`config.mk`:
```
export PLATFORM = sky130hd
export DESIGN_NAME = tsa_adc_ctrl
export DESIGN_NICKNAME = d
export VERILOG_FILES = /design/src/verilog/tsa_pkg.sv /design/src/verilog/tsa_word_if.sv /design/src/verilog/tsa_delay_line.sv /design/src/verilog/tsa_adc_ctrl.sv
export SDC_FILE = /design/constraint.sdc
export NUM_CORES = 1
export LEC_CHECK = 0
export BUFFER_PORTS_ARGS = -buffer_cell sky130_fd_sc_hd__buf_2
export CORE_ASPECT_RATIO = 1.2
export CORE_MARGIN = 2
export CORE_UTILIZATION = 50
export DETAILED_ROUTE_END_ITERATION = 10
export GPL_TIMING_DRIVEN = 0
export HOLD_SLACK_MARGIN = 0.05
export PLACE_DENSITY = 0.72
export SYNTH_ARGS = -nofsm -noshare
export SYNTH_HDL_FRONTEND = slang
export SYNTH_HIERARCHICAL = 1
export SYNTH_SLANG_ARGS = --single-unit
export TNS_END_PERCENT = 10
```
`constraint.sdc`:
```
create_clock -name clk -period 3.8 [get_ports clk]
set_input_delay 0.19 -clock clk [delete_from_list [all_inputs] [get_ports clk]]
set_output_delay 0.19 -clock clk [all_outputs]
set_load 0.02 [all_outputs]
```
`src/verilog/tsa_pkg.sv`:
```
// Purpose: Shared constants for the two-step converter digital control and output stage
// Assumes: Coarse and fine comparator banks arrive already encoded as binary codes
// Notes:   Every width, offset and reset value shared by the verilog files lives here

package tsa_pkg;

    // ************************************************************
    // Code widths and correction arithmetic
    // ************************************************************
    localparam int          CODE_W     = 10;        // Converted word width
    localparam int          COARSE_W   = 6;         // Coarse step code, 0..63
    localparam int          FINE_W     = 6;         // Fine code, 0..63
    localparam int          SUM_W      = 13;        // Signed corrected sum width
    localparam int          STEP_SHIFT = 5;         // One coarse step is 32 LSB
    localparam int          CORR_LSB   = 16;        // Redundancy either side of a step
    localparam logic [SUM_W-1:0] SUM_CODE_MAX = 13'h03FF; // Top code, 1023
    localparam logic [SUM_W-1:0] SUM_CORR     = 13'h0010; // Fine offset, 16 LSB

    // ************************************************************
    // Latency and reset values
    // ************************************************************
    localparam int          LATENCY_DEF = 3;        // Rising edges from sample to output
    localparam logic [CODE_W-1:0] CODE_RST = 10'h000;
    localparam logic [CODE_W-1:0] CODE_TOP = 10'h3FF;

endpackage

```
`src/verilog/tsa_word_if.sv`:
```
// Purpose: Carrier for one corrected conversion word with its flags
// Assumes: Used only between the control top and its delay line
// Notes:   Source drives, sink consumes, no back-pressure

`timescale 1ns/10ps

interface tsa_word_if;
    logic                        valid;
    logic [tsa_pkg::CODE_W-1:0]  code;
    logic                        above;
    logic                        below;

    modport src (output valid, output code, output above, output below);
    modport dst (input  valid, input  code, input  above, input  below);
endinterface

```
`src/verilog/tsa_delay_line.sv`:
```
// Purpose: Fixed-length register delay line for corrected conversion words
// Assumes: DEPTH is at least one
// Notes:   Output word comes straight from the last stage register

`timescale 1ns/10ps

module tsa_delay_line #(
    parameter int DEPTH = 2
) (
    // Clock and reset
    input  wire logic   clk,
    input  wire logic   rst_b,
    // Word in and out
    tsa_word_if.dst     word_in,
    tsa_word_if.src     word_out
);

    localparam int WW = tsa_pkg::CODE_W + 3;

    logic [WW-1:0] word_flat;

    // Pack the incoming word into one vector
    assign word_flat = {word_in.valid, word_in.code, word_in.above, word_in.below};

    // ************************************************************
    // One register per stage
    // ************************************************************
    genvar g;
    generate
        for (g = 0; g < DEPTH; g++) begin : g_stage
            logic [WW-1:0] q;
            logic [WW-1:0] d;
            // First stage takes the incoming word, the rest the stage before
            if (g == 0) begin : g_head
                assign d = word_flat;
            end else begin : g_tail
                assign d = g_stage[g-1].q;
            end
            // Shift the word one stage on every rising edge
            always_ff @(posedge clk or negedge rst_b) begin
                if (!rst_b) begin
                    q <= '0;
                end else begin
                    q <= d;
                end
            end
        end
    endgenerate

    assign {word_out.valid, word_out.code, word_out.above, word_out.below} = g_stage[DEPTH-1].q;

endmodule

```
`src/verilog/tsa_adc_ctrl.sv`:
```
// Purpose: Digital control and output stage of a 10-bit two-step parallel converter
// Assumes: All inputs but rst_b synchronous to clk; open control pins are pulled high at the pad
// Notes:   Code and flag outputs are three-state at the pad, steered by the *_oe_b enables (low drives)

`timescale 1ns/10ps

// How it works
// Rising edge latches coarse step code
// Falling edge latches fine code, merges coarse
// Corrects coarse errors up to sixteen LSB
// Code and flags change on rising edge
// Result appears LATENCY rising edges after sampling
// Low MSB control inverts top bit
// Low low-bits control inverts nine bits
// Both high gives straight binary 0..1023
// Outputs float unless output enable low
// Power save needs request and enable high
// Above-range flag when input exceeds top
// Below-range flag when input under bottom
// Range flags ignore polarity controls
// Sample-and-hold settled by falling edge
// Clock phases exceed minimum high, low
// Power save invalidates outputs until latency passes
module tsa_adc_ctrl #(
    parameter int LATENCY = tsa_pkg::LATENCY_DEF
) (
    // Clock and reset
    input  wire logic                           clk,
    input  wire logic                           rst_b,
    // Comparator bank results
    input  wire logic [tsa_pkg::COARSE_W-1:0]   coarse_analog_in,
    input  wire logic [tsa_pkg::FINE_W-1:0]     fine_analog_in,
    // Format and power controls
    input  wire logic                           msb_polarity_ctl,
    input  wire logic                           low_bits_polarity_ctl,
    input  wire logic                           output_enable_b,
    input  wire logic                           power_save_req,
    // Converted word and range flags
    output logic [tsa_pkg::CODE_W-1:0]          conv_code_out,
    output logic                                above_range,
    output logic                                below_range,
    output logic                                conv_valid,
    // Output drivers and status
    output logic                                code_oe_b,
    output logic                                flag_oe_b,
    output logic                                power_save_active
);

    localparam int SW    = tsa_pkg::SUM_W;
    localparam int CW    = tsa_pkg::CODE_W;
    localparam int DEPTH = LATENCY - 1;     // Line stages; the output register adds one

    // ************************************************************
    // Power save
    // ************************************************************
    logic                         save_mode;

    // Entry needs request and enable both high; request alone is ignored
    // Save only gates the outputs here; analog power-down is outside
    assign save_mode = power_save_req & output_enable_b;

    // Save status mirrors the entry condition one edge late
    always_ff @(posedge clk or negedge rst_b) begin
        if (!rst_b) begin
            power_save_active <= 1'b0;
        end else begin
            power_save_active <= save_mode;
        end
    end

    // ************************************************************
    // Front end: coarse and fine comparator capture
    // ************************************************************
    logic [tsa_pkg::COARSE_W-1:0] coarse_q;
    logic [SW-1:0]                next_sum;
    logic                         sum_under;
    logic                         sum_over;
    logic [CW-1:0]                clamp_code;
    logic [CW-1:0]                fine_code;
    logic                         fine_above;
    logic                         fine_below;

    // Coarse step held for the whole conversion
    always_ff @(posedge clk or negedge rst_b) begin
        if (!rst_b) begin
            coarse_q <= '0;
        end else begin
            coarse_q <= coarse_analog_in;
        end
    end

    // Corrected sum: coarse step times 32 plus fine minus 16
    // A coarse step one off is absorbed by the fine redundancy
    always_comb begin
        next_sum = (SW'(coarse_q) << tsa_pkg::STEP_SHIFT)
                 + SW'(fine_analog_in) - tsa_pkg::SUM_CORR;
    end

    // Clamp ahead of the latch; a negative sum shows in the sign bit,
    // and the widest sum (63 steps plus 47) stays clear of it
    always_comb begin
        sum_under = next_sum[SW-1];
        sum_over  = !sum_under && (next_sum > tsa_pkg::SUM_CODE_MAX);
        if (sum_under) begin
            clamp_code = tsa_pkg::CODE_RST;
        end else if (sum_over) begin
            clamp_code = tsa_pkg::CODE_TOP;
        end else begin
            clamp_code = next_sum[CW-1:0];
        end
    end

    // Fine capture on the falling edge, merged with the held coarse step
    always_ff @(negedge clk or negedge rst_b) begin
        if (!rst_b) begin
            fine_code  <= tsa_pkg::CODE_RST;
            fine_above <= 1'b0;
            fine_below <= 1'b0;
        end else begin
            fine_code  <= clamp_code;
            fine_above <= sum_over;
            fine_below <= sum_under;
        end
    end

    // ************************************************************
    // Latency pipeline
    // ************************************************************
    tsa_word_if pipe_in ();
    tsa_word_if pipe_out ();

    // Word enters the line on the rising edge after the fine latch;
    // from here on everything lives on the rising edge
    assign pipe_in.valid = ~save_mode;
    assign pipe_in.code  = fine_code;
    assign pipe_in.above = fine_above;
    assign pipe_in.below = fine_below;

    tsa_delay_line #(
        .DEPTH    (DEPTH)
    ) u_delay (
        .clk      (clk),
        .rst_b    (rst_b),
        .word_in  (pipe_in.dst),
        .word_out (pipe_out.src)
    );

    // ************************************************************
    // Output formatting
    // ************************************************************
    logic                         word_live;
    logic                         msb_flip;
    logic                         low_flip;
    logic [CW-1:0]                next_code;
    logic                         next_valid;
    logic                         next_above;
    logic                         next_below;

    // Shown only if valid on entry and save is still off at the output
    assign word_live = pipe_out.valid & ~save_mode;

    // A low control pin asks for inversion of its bit group
    assign msb_flip = ~msb_polarity_ctl;
    assign low_flip = ~low_bits_polarity_ctl;

    // Format the word; both controls high leaves straight binary
    // Controls are used as they stand at the output edge
    always_comb begin
        next_code  = tsa_pkg::CODE_RST;
        next_valid = 1'b0;
        next_above = 1'b0;
        next_below = 1'b0;
        if (word_live) begin
            next_code[CW-1]   = pipe_out.code[CW-1] ^ msb_flip;
            next_code[CW-2:0] = pipe_out.code[CW-2:0] ^ {(CW-1){low_flip}};
            next_valid        = 1'b1;
            next_above        = pipe_out.above;
            next_below        = pipe_out.below;
        end
    end

    // ************************************************************
    // Output registers
    // ************************************************************

    // Code and valid move only on the rising edge; blank while not valid
    always_ff @(posedge clk or negedge rst_b) begin
        if (!rst_b) begin
            conv_code_out <= tsa_pkg::CODE_RST;
            conv_valid    <= 1'b0;
        end else begin
            conv_code_out <= next_code;
            conv_valid    <= next_valid;
        end
    end

    // Flags keep fixed polarity whatever the format
    always_ff @(posedge clk or negedge rst_b) begin
        if (!rst_b) begin
            above_range <= 1'b0;
            below_range <= 1'b0;
        end else begin
            above_range <= next_above;
            below_range <= next_below;
        end
    end

    // ************************************************************
    // Pad drivers
    // ************************************************************

    // Pads follow output enable one edge late; float under reset
    // An unwired enable pin reads high at the pad, so the pads float
    always_ff @(posedge clk or negedge rst_b) begin
        if (!rst_b) begin
            code_oe_b <= 1'b1;
            flag_oe_b <= 1'b1;
        end else begin
            code_oe_b <= output_enable_b;
            flag_oe_b <= output_enable_b;
        end
    end

endmodule

```
==> results of run 1 <==
where the power goes:
part / internal (mW) / total, mW / switching, mW / leakage (nW)
Sequential: 0.703 / 0.725 / 0.0223 / 0.654
Clock: 0.404 / 0.635 / 0.231 / 0.113
Combinational: 0.0787 / 0.191 / 0.112 / 0.501
Total: 1.19 / 1.55 / 0.365 / 1.27
repair_timing:
item / CTS / global route
gates resized for setup: 4 / 8
hold buffers: 7 / 1
setup endpoints to repair: 12 / 12
pin swaps: 1 / 3
endpoints found under the hold margin: 7 / 46
worst max-delay path: stages (launching register included):
cell                       delay (ns)
sky130_fd_sc_hd__dfrtp_1         0.35
sky130_fd_sc_hd__inv_2           0.05
sky130_fd_sc_hd__ha_4            0.26
sky130_fd_sc_hd__inv_4           0.04
sky130_fd_sc_hd__ha_4            0.15
sky130_fd_sc_hd__fa_2            0.38
sky130_fd_sc_hd__a21oi_2         0.15
sky130_fd_sc_hd__nor3_2          0.07
sky130_fd_sc_hd__a211oi_4        0.21
sky130_fd_sc_hd__o21ai_4         0.15
sky130_fd_sc_hd__o21a_1          0.21
synthesized netlist by cell type, types with 3 or more instances:
| master | number | area share, % |
|---|---|---|
| sky130_fd_sc_hd__xnor2_1 | 3 | 1.2 |
| sky130_fd_sc_hd__dfrtp_1 | 46 | 54 |
| sky130_fd_sc_hd__o21a_1 | 10 | 3.5 |
| sky130_fd_sc_hd__clkbuf_1 | 3 | 0.53 |
| sky130_fd_sc_hd__nand2_1 | 4 | 0.70 |
| sky130_fd_sc_hd__inv_1 | 15 | 2.6 |
| sky130_fd_sc_hd__ha_1 | 9 | 5.3 |
| sky130_fd_sc_hd__nor3_1 | 3 | 0.70 |
| sky130_fd_sc_hd__xor2_1 | 10 | 4.1 |
| sky130_fd_sc_hd__nand4_1 | 3 | 0.88 |
| sky130_fd_sc_hd__nor2_1 | 11 | 1.9 |
| sky130_fd_sc_hd__a21oi_1 | 4 | 0.94 |
| sky130_fd_sc_hd__dfrtn_1 | 12 | 14 |
| sky130_fd_sc_hd__and3_1 | 3 | 0.88 |
flip-flops by register name, summed over array words and instances (netlist names):
name               cells
above_range            1
below_range            1
coarse_q               6
code_oe_b              1
conv_code_out         10
conv_valid             1
fine_above             1
fine_below             1
fine_code             10
power_save_active      1
u_delay/g_stage.q     26
logic make-up after synthesis:
kind of cell               Yosys count
DFF                                 59
adders and majority gates           10
and+or+nand+nor                     30
AOI/OAI and AO/OA                   22
xor gates and xnor gates            13
buffers and inverters               19
routing by layer:
layer | up-vias | track usage (%)
met5 | - | 0
met4 | 0 | 10.87
met3 | 8 | 5.465
met2 | 36 | 29.59
met1 | 619 | 15.49
li1 | 595 | -
placed cells by master (no fill, tap or decap), types with 2 or more instances in the layout:
cell type / n
sky130_fd_sc_hd__nor2_1: 11
sky130_fd_sc_hd__bufinv_16: 2
sky130_fd_sc_hd__dfrtn_1: 12
sky130_fd_sc_hd__inv_1: 13
sky130_fd_sc_hd__buf_4: 2
sky130_fd_sc_hd__dfrtp_1: 46
sky130_fd_sc_hd__ha_1: 7
sky130_fd_sc_hd__a21o_1: 2
sky130_fd_sc_hd__ha_4: 2
sky130_fd_sc_hd__a21oi_1: 3
sky130_fd_sc_hd__xnor2_1: 3
sky130_fd_sc_hd__nand2_1: 4
sky130_fd_sc_hd__clkbuf_8: 11
sky130_fd_sc_hd__clkbuf_1: 3
sky130_fd_sc_hd__nor3_1: 2
sky130_fd_sc_hd__a21oi_2: 2
sky130_fd_sc_hd__nand4_1: 3
sky130_fd_sc_hd__xor2_1: 10
sky130_fd_sc_hd__buf_2: 31
sky130_fd_sc_hd__nand2b_1: 2
sky130_fd_sc_hd__dlygate4sd3_1: 8
sky130_fd_sc_hd__and3_1: 3
sky130_fd_sc_hd__o21a_1: 10
through the flow:
step / hold slack [ns] / setup WS [ns] / TNS [ns]
after floorplan: -0.1056 / -0.1540 / -1.539
after global placement: 0.2995 / -0.3098 / -2.950
after detailed placement: 0.2994 / -0.3648 / -3.617
after CTS: 0.09512 / -0.3369 / -3.231
after global routing: 0.1163 / -0.4182 / -4.401
final: 0.1150 / -0.3004 / -2.989
layout make-up:
| cell class | instances | area share [%] |
|---|---|---|
| timing repair buffer | 40 | 8.920 |
| clock inverter | 4 | 2.667 |
| multi-input combinational | 75 | 22.85 |
| tap | 56 | 2.575 |
| clock buffer | 12 | 5.701 |
| inverter | 15 | 2.161 |
| buffer | 4 | 0.8276 |
| sequential | 59 | 54.30 |
how the worst max path moves through the flow:
stage / startpoint / endpoint / slack (ns) / depth (start not counted)
after floorplan: coarse_q[0] / fine_above / -0.15 / 10
after global placement: coarse_q[0] / fine_code[9] / -0.31 / 10
after detailed placement: coarse_q[0] / fine_code[9] / -0.36 / 10
after CTS: coarse_q[0] / fine_code[9] / -0.34 / 10
after global routing: coarse_q[0] / fine_code[9] / -0.42 / 10
final: coarse_q[0] / fine_code[9] / -0.30 / 10
==> results.txt, run 1 <==
Cells fill 65.35% of the core in the end. The maximum number of pins on one net before global-route repair came out at 60. The area share of fa/ha/maj cells after synthesis is under 10%. The global-route usage over all layers is approximately 16%. The number of global-route vias before repair is roughly 1,300. Setup repair after global routing could not meet its margin everywhere. The ratio of total power to cell area came out at between 500 and 600 nW/um^2. The final count of negative-setup-slack endpoints came out at 11. The average wire per standard cell is roughly 12 microns. The number of nets in the layout came out at around 230.

The area of the mapped netlist is ~2100 sq um. The clock buffer count from CTS came out at 9. The synthesized netlist devotes 8.284% of its cell area to compound gates. The path type of the worst min-delay path is in2reg.

CTS built an H-tree with a depth of 3. The count of cells along the worst register-to-register path came out at 10. The proportion of synthesized area in mux cells came out at 0%. STA classifies the critical path startpoint as a flip-flop. The remaining global-route overflow is 0.

The post-synthesis sequential area ratio came out at 69.39%. The tightest slew margin relative to the limit is between 50% and 60%. The count of unresolved DRC violations after routing is 0. The worst-case clock buffer depth is 2. The area taken by flip-flops and latches is ~1500 sq um.

The total placed instance area came out at 2365 sq um. The synthesized design contains 59 register bits. The total count of hold-check failures in the final report was 0. In this run the critical register-to-register path is launched from coarse_q[0]. The reg-to-reg setup timing slack is -0.30 ns. The final-layout fill cell count is about 330. For this run, asynchronously set or reset flops after synthesis account for 100.0%. The worst setup path is captured at a flip-flop.

In this run, synthesis inferred 0 flip-flops with an integrated enable. The count of max-cap constraint violations is 0. The transition at the pin with the smallest max-transition slack came out at 0.6962 ns.

The site row count is 26. The final reports fail on negative setup slack. Counting every sink on the clock net gives 59. Compared with the post-synthesis result, the final layout area differs by 27.79%. The sum of internal, switching and leakage power is ~1.6 mW. The area occupied by multi-input gates is 621.8 sq um.

The met3 layer wire length in the routed design is roughly 170 microns. In this run the tool buffered the top-level ports with 32 buffer cells. The xor and xnor area share after synthesis is ~5.3%. The cell count after synthesis came out at 153. The initial antenna violation count came out at 0. Along the worst path, the maximum fanout reaches 10. TritonCTS built the clock tree.

The total I/O pin count came out at 34. 0 antenna diodes ended up in the layout. The met1 routed wirelength after detailed routing is ~1200 microns. The root buffer cell chosen for the clock tree is sky130_fd_sc_hd__clkbuf_8. The overall die width is 63.58 microns. The synthesized netlist net count is 181. The flow ran to the end, but the final reports show violations.

The first-pass GRT wire length is about 5500 microns. The post-route netlist has 30.62% of its cells at a drive strength greater than 1. The peak ir drop on the vdd network is approximately 0.29 mV. The number of vias in the routed layout is 1,258. The arrival time of data at the critical path endpoint came out at between 2 and 2.5 ns. The remaining antenna violation count after routing is 0. The endpoint of the worst hold-timing path is u_delay/g_stage[0].q[12]. The hold path depth is 2. The initial utilization of the core area, before any placement, comes to between 50% and 60%. After clock tree synthesis, the clock-pin slew on the worst setup and hold paths is around 0.060 ns. The highest metal layer carrying signal wires in the routed design is met4. The number of search-and-repair iterations in the first detailed-routing pass is 4.

The area inside the core boundary came out at roughly 4200 sq um. Buffers added to address setup during post-CTS repair amount to 0. The detailed-route wire length came out at roughly 3300 microns. The number of warning messages in the yosys log is 6. By area, the combinational part of the netlist is dominated by compound AO/OA/AOI/OAI gates. The weighted congestion at the end of routability-driven global placement came out at 0.7518. The finished layout holds approximately 270 standard cells, fillers aside. The synthesized area per cell is approximately 14 sq um.

The share of synthesized cell area in and, or, nand and nor gates came out at between 7 and 8%. The most used flip-flop cell after synthesis is sky130_fd_sc_hd__dfrtp_1. The worst min-delay path startpoint is power_save_req. The worst setup margin came out at -0.3004 ns. Including well taps, the total number of placed cells is ~240. The leakage dissipation is 1.268 nW. The number of distinct library cells after synthesis is 29. The y dimension of the die came out at ~75 microns. The area enclosed by the die boundary came out at 4799 sq um. By startpoint and endpoint, the worst setup path is classified as reg2reg. Once detailed placement completed, the half-perimeter wirelength came to around 2200 microns. The starting DRC count in detailed routing came out at 71.

At the worst endpoint, the required time is between 2 and 2.5 ns. The latest clock arrival within the worst-skew pair is between 0.3 and 0.4 ns. The destination of the worst register-to-register timing path is fine_code[9].

The area of all placed cells without fillers is ~2700 sq um. The met2 routed wirelength is about 1800 microns. The post-detailed-route via-to-cell ratio is about 4.7. The clock arrives with approximately 0.0085 ns of skew. The number of pins exceeding their max-slew limit in the final report came out at 0.
No activity file was read; power rests on OpenSTA's default activity.
==> run 2, diff against run 1 <==
--- a/config.mk
+++ b/config.mk
@@ -6,8 +6,8 @@
 export NUM_CORES = 1
 export LEC_CHECK = 0
 export BUFFER_PORTS_ARGS = -buffer_cell sky130_fd_sc_hd__buf_2
-export CORE_ASPECT_RATIO = 1.2
-export CORE_MARGIN = 2
+export CORE_ASPECT_RATIO = 1.75
+export CORE_MARGIN = 4
 export CORE_UTILIZATION = 50
 export DETAILED_ROUTE_END_ITERATION = 10
 export GPL_TIMING_DRIVEN = 0
==> run 2 against run 1 <==
Against the previous run: the run still ends with negative setup slack left; sequential power barely moved; clock skew up 0.0025 ns; flip-flop and latch count did not move; die area increased by 13%; largest power group unchanged; first-iteration DRC count is 72% lower.
==> results.txt, run 2 (synthesized netlist as in run 1, its figures left out) <==
The flow ran to the end, but the final reports show violations. The final reports fail on negative setup slack. The area inside the core boundary is 4111 sq um (-1.3%).

The number of nets in the layout is 235 (+1.3%). The hold path depth came out at 2 (unchanged). The count of buffers from port buffering came out at 32 (unchanged). The latest clock arrival within the worst-skew pair is 0.32 ns (about the same).

The y dimension of the die came out at 94.34 microns (+25%). The detailed placer's ending HPWL is 2505 microns (+12%). By startpoint and endpoint, the worst setup path is classified as reg2reg. Tracing the worst setup path back leads to its startpoint at coarse_q[0]. The sum of internal, switching and leakage power came out at 1.644 mW (+6.0%). The transition at the pin with the smallest max-transition slack is 0.6928 ns (-0.003324 ns). The CTS H-tree depth came out at 3 (unchanged). The number of pins exceeding their max-slew limit in the final report came to 0 (unchanged). The endpoint identified for the worst register-to-register timing path is fine_code[9]. The worst setup path is captured at a flip-flop.

The number of flip-flops in the largest register is 26 (unchanged). In the final layout, the registers with the most flip-flops are u_delay/g_stage.q (26), conv_code_out (10), fine_code (10). The total I/O pin count was 34 (unchanged). The arrival time of data at the critical path endpoint came out at 2.40 ns (+0.04 ns). The worst setup margin is -0.3475 ns (-0.04706 ns). The min-delay analysis places its worst path in the category in2reg. The overall die width came to 57.34 microns (-9.8%).

The maximum net fanout on the critical path came out at 5 (-5). The total number of clock tree sinks came out at 59 (unchanged). The area added between synthesis and finish is 30.32%.

The initial antenna violation count was 0 (unchanged). The final count of negative-setup-slack endpoints came out at 11 (unchanged). The number of placed instances, taps included came to 234 (-2.9%). The starting DRC count in detailed routing was 20 (-72%). The startpoint type of the worst setup path is a flip-flop. The count of unresolved DRC violations after routing came out at 0 (unchanged). The count of max-cap constraint violations is 0 (unchanged). The number of vias in the routed layout came out at 1,344 (+6.8%).

The top cell types in the final layout, fill and taps aside, are sky130_fd_sc_hd__dfrtp_1, sky130_fd_sc_hd__buf_2, sky130_fd_sc_hd__inv_1. The startpoint identified for the worst register-to-register timing path is coarse_q[0]. Setup repair after global routing could not meet its margin everywhere. The site row count was 31 (+19%). The maximum number of pins on one net before global-route repair is 60 (unchanged). The most common cell after layout, fill and taps aside is sky130_fd_sc_hd__dfrtp_1. The global-route usage over all layers came to 16.84% (+0.73 points). The worst hold-check slack is 0.1176 ns (+0.002644 ns). The total count of hold-check failures in the final report came out at 0 (unchanged). The clock root buffer is sky130_fd_sc_hd__clkbuf_8.

The peak ir drop on the vdd network came to 0.3191 mV (+9.1%). The fraction of final layout cells with drive strength greater than 1 came to 31.60% (+0.98 points). The required time of the critical path is 2.05 ns (about the same). TritonCTS built the clock tree.

The final instance count without filler cells is 261 (-1.5%). The post-detailed-route via-to-cell ratio came out at 5.149 (+8.5%). The weighted congestion at the end of routability-driven global placement came to 0.7914 (+5.3%). The remaining antenna violation count after routing is 0 (unchanged). The ratio of total power to cell area is 592.5 nW/um^2 (+4.0%). The number of search-and-repair iterations in the first detailed-routing pass came to 4 (unchanged). The area enclosed by the die boundary came to 5409 sq um (+13%). The first-pass GRT wire length was 6492 microns (+18%). The reg-to-reg setup timing slack is -0.35 ns (-0.05 ns). The endpoint of the worst hold-timing path is u_delay/g_stage[0].q[12]. The remaining global-route overflow came out at 0 (unchanged). The average wire per standard cell came out at 14.19 microns (+15%).

The tightest slew margin relative to the limit is 53.81% (+0.22 points). The starting density of the core is 51.80% (+0.65 points). The count of cells along the worst register-to-register path came out at 10 (unchanged). The final-layout fill cell count is 320 (-1.8%).

The clock transition time at the flip-flop clock pins of the worst setup and hold paths is 0.06 ns (about the same). The number of global-route vias before repair is 1,491 (+13%). The detailed-route wire length came out at 3704 microns (+13%). More flip-flops sit in one register than any other, and that register is u_delay/g_stage.q. The startpoint identified for the worst hold timing path is power_save_req. The antenna diode count is 0 (unchanged).

The clock buffer count from CTS is 9 (unchanged). The leakage dissipation is 1.299 nW (+2.4%). The worst clock skew came to 0.01103 ns (+0.002515 ns). The worst-case clock buffer depth came out at 2 (unchanged).
-- run 2: cell type report --
cell class / instances / area [sq um] / share of cell area, %
inverters: 15 / 58.81 / 2.119
clock inverters: 4 / 95.09 / 3.427
clock buffers: 12 / 165.2 / 5.951
multi-input cells: 76 / 636.9 / 22.95
repair buffers: 42 / 257.7 / 9.288
well taps: 49 / 61.31 / 2.209
plain buffers: 4 / 22.52 / 0.8115
flip-flops and latches: 59 / 1478 / 53.25
-- run 2: metrics by stage --
step | setup WS [ns] | utilization [%] | instance area [sq um] | TNS [ns]
detailed placement | -0.3951 | 57.30 | 2356 | -3.873
floorplan | -0.1540 | - | 2135 | -1.539
global placement | -0.3066 | 57.30 | 2356 | -2.882
global route | -0.4382 | 67.50 | 2775 | -4.678
finish | -0.3475 | 67.50 | 2775 | -3.491
CTS | -0.3547 | 67.13 | 2760 | -3.589
-- run 2: where the power goes --
group          internal (mW)  switching (mW)
registers              0.703          0.0224
clock network          0.488           0.228
logic                 0.0833           0.119
-- run 2: routing by layer --
metal  routed length, microns  GRT usage (%)  vias to the layer above
li1                         -              -                      610
met1                     1137          14.55                      668
met2                     2171          29.96                       53
met3                      226          6.293                       13
met4                      169          13.15                        0
met5                        0              0                        -
-- run 2: worst max-delay path by stage --
stage	to	cells after the start	slack, ns
2_1_floorplan	fine_above	10	-0.15
3_3_place_gp	fine_code[9]	10	-0.31
3_5_place_dp	fine_code[9]	10	-0.40
4_1_cts	fine_code[9]	10	-0.35
5_1_grt	fine_code[9]	10	-0.44
6_report	fine_code[9]	10	-0.35
-- run 2: timing repair --
action | CTS | global route
gates cloned | 1 | 0
buffers inserted | 2 | 0
hold endpoints to repair | 7 | 46
hold buffers | 7 | 1
pin swaps | 9 | 0
gates resized for setup | 11 | 2
endpoints found under the setup margin | 12 | 12
-- run 2: worst max-delay path: stages (launching register included) --
cell                       delay, ns
sky130_fd_sc_hd__dfrtp_1        0.34
sky130_fd_sc_hd__inv_2          0.05
sky130_fd_sc_hd__ha_4           0.26
sky130_fd_sc_hd__inv_4          0.04
sky130_fd_sc_hd__ha_4           0.15
sky130_fd_sc_hd__fa_2           0.37
sky130_fd_sc_hd__a21oi_2        0.17
sky130_fd_sc_hd__nor3_2         0.07
sky130_fd_sc_hd__a211oi_4       0.29
sky130_fd_sc_hd__o21ai_4        0.13
sky130_fd_sc_hd__o21a_1         0.22
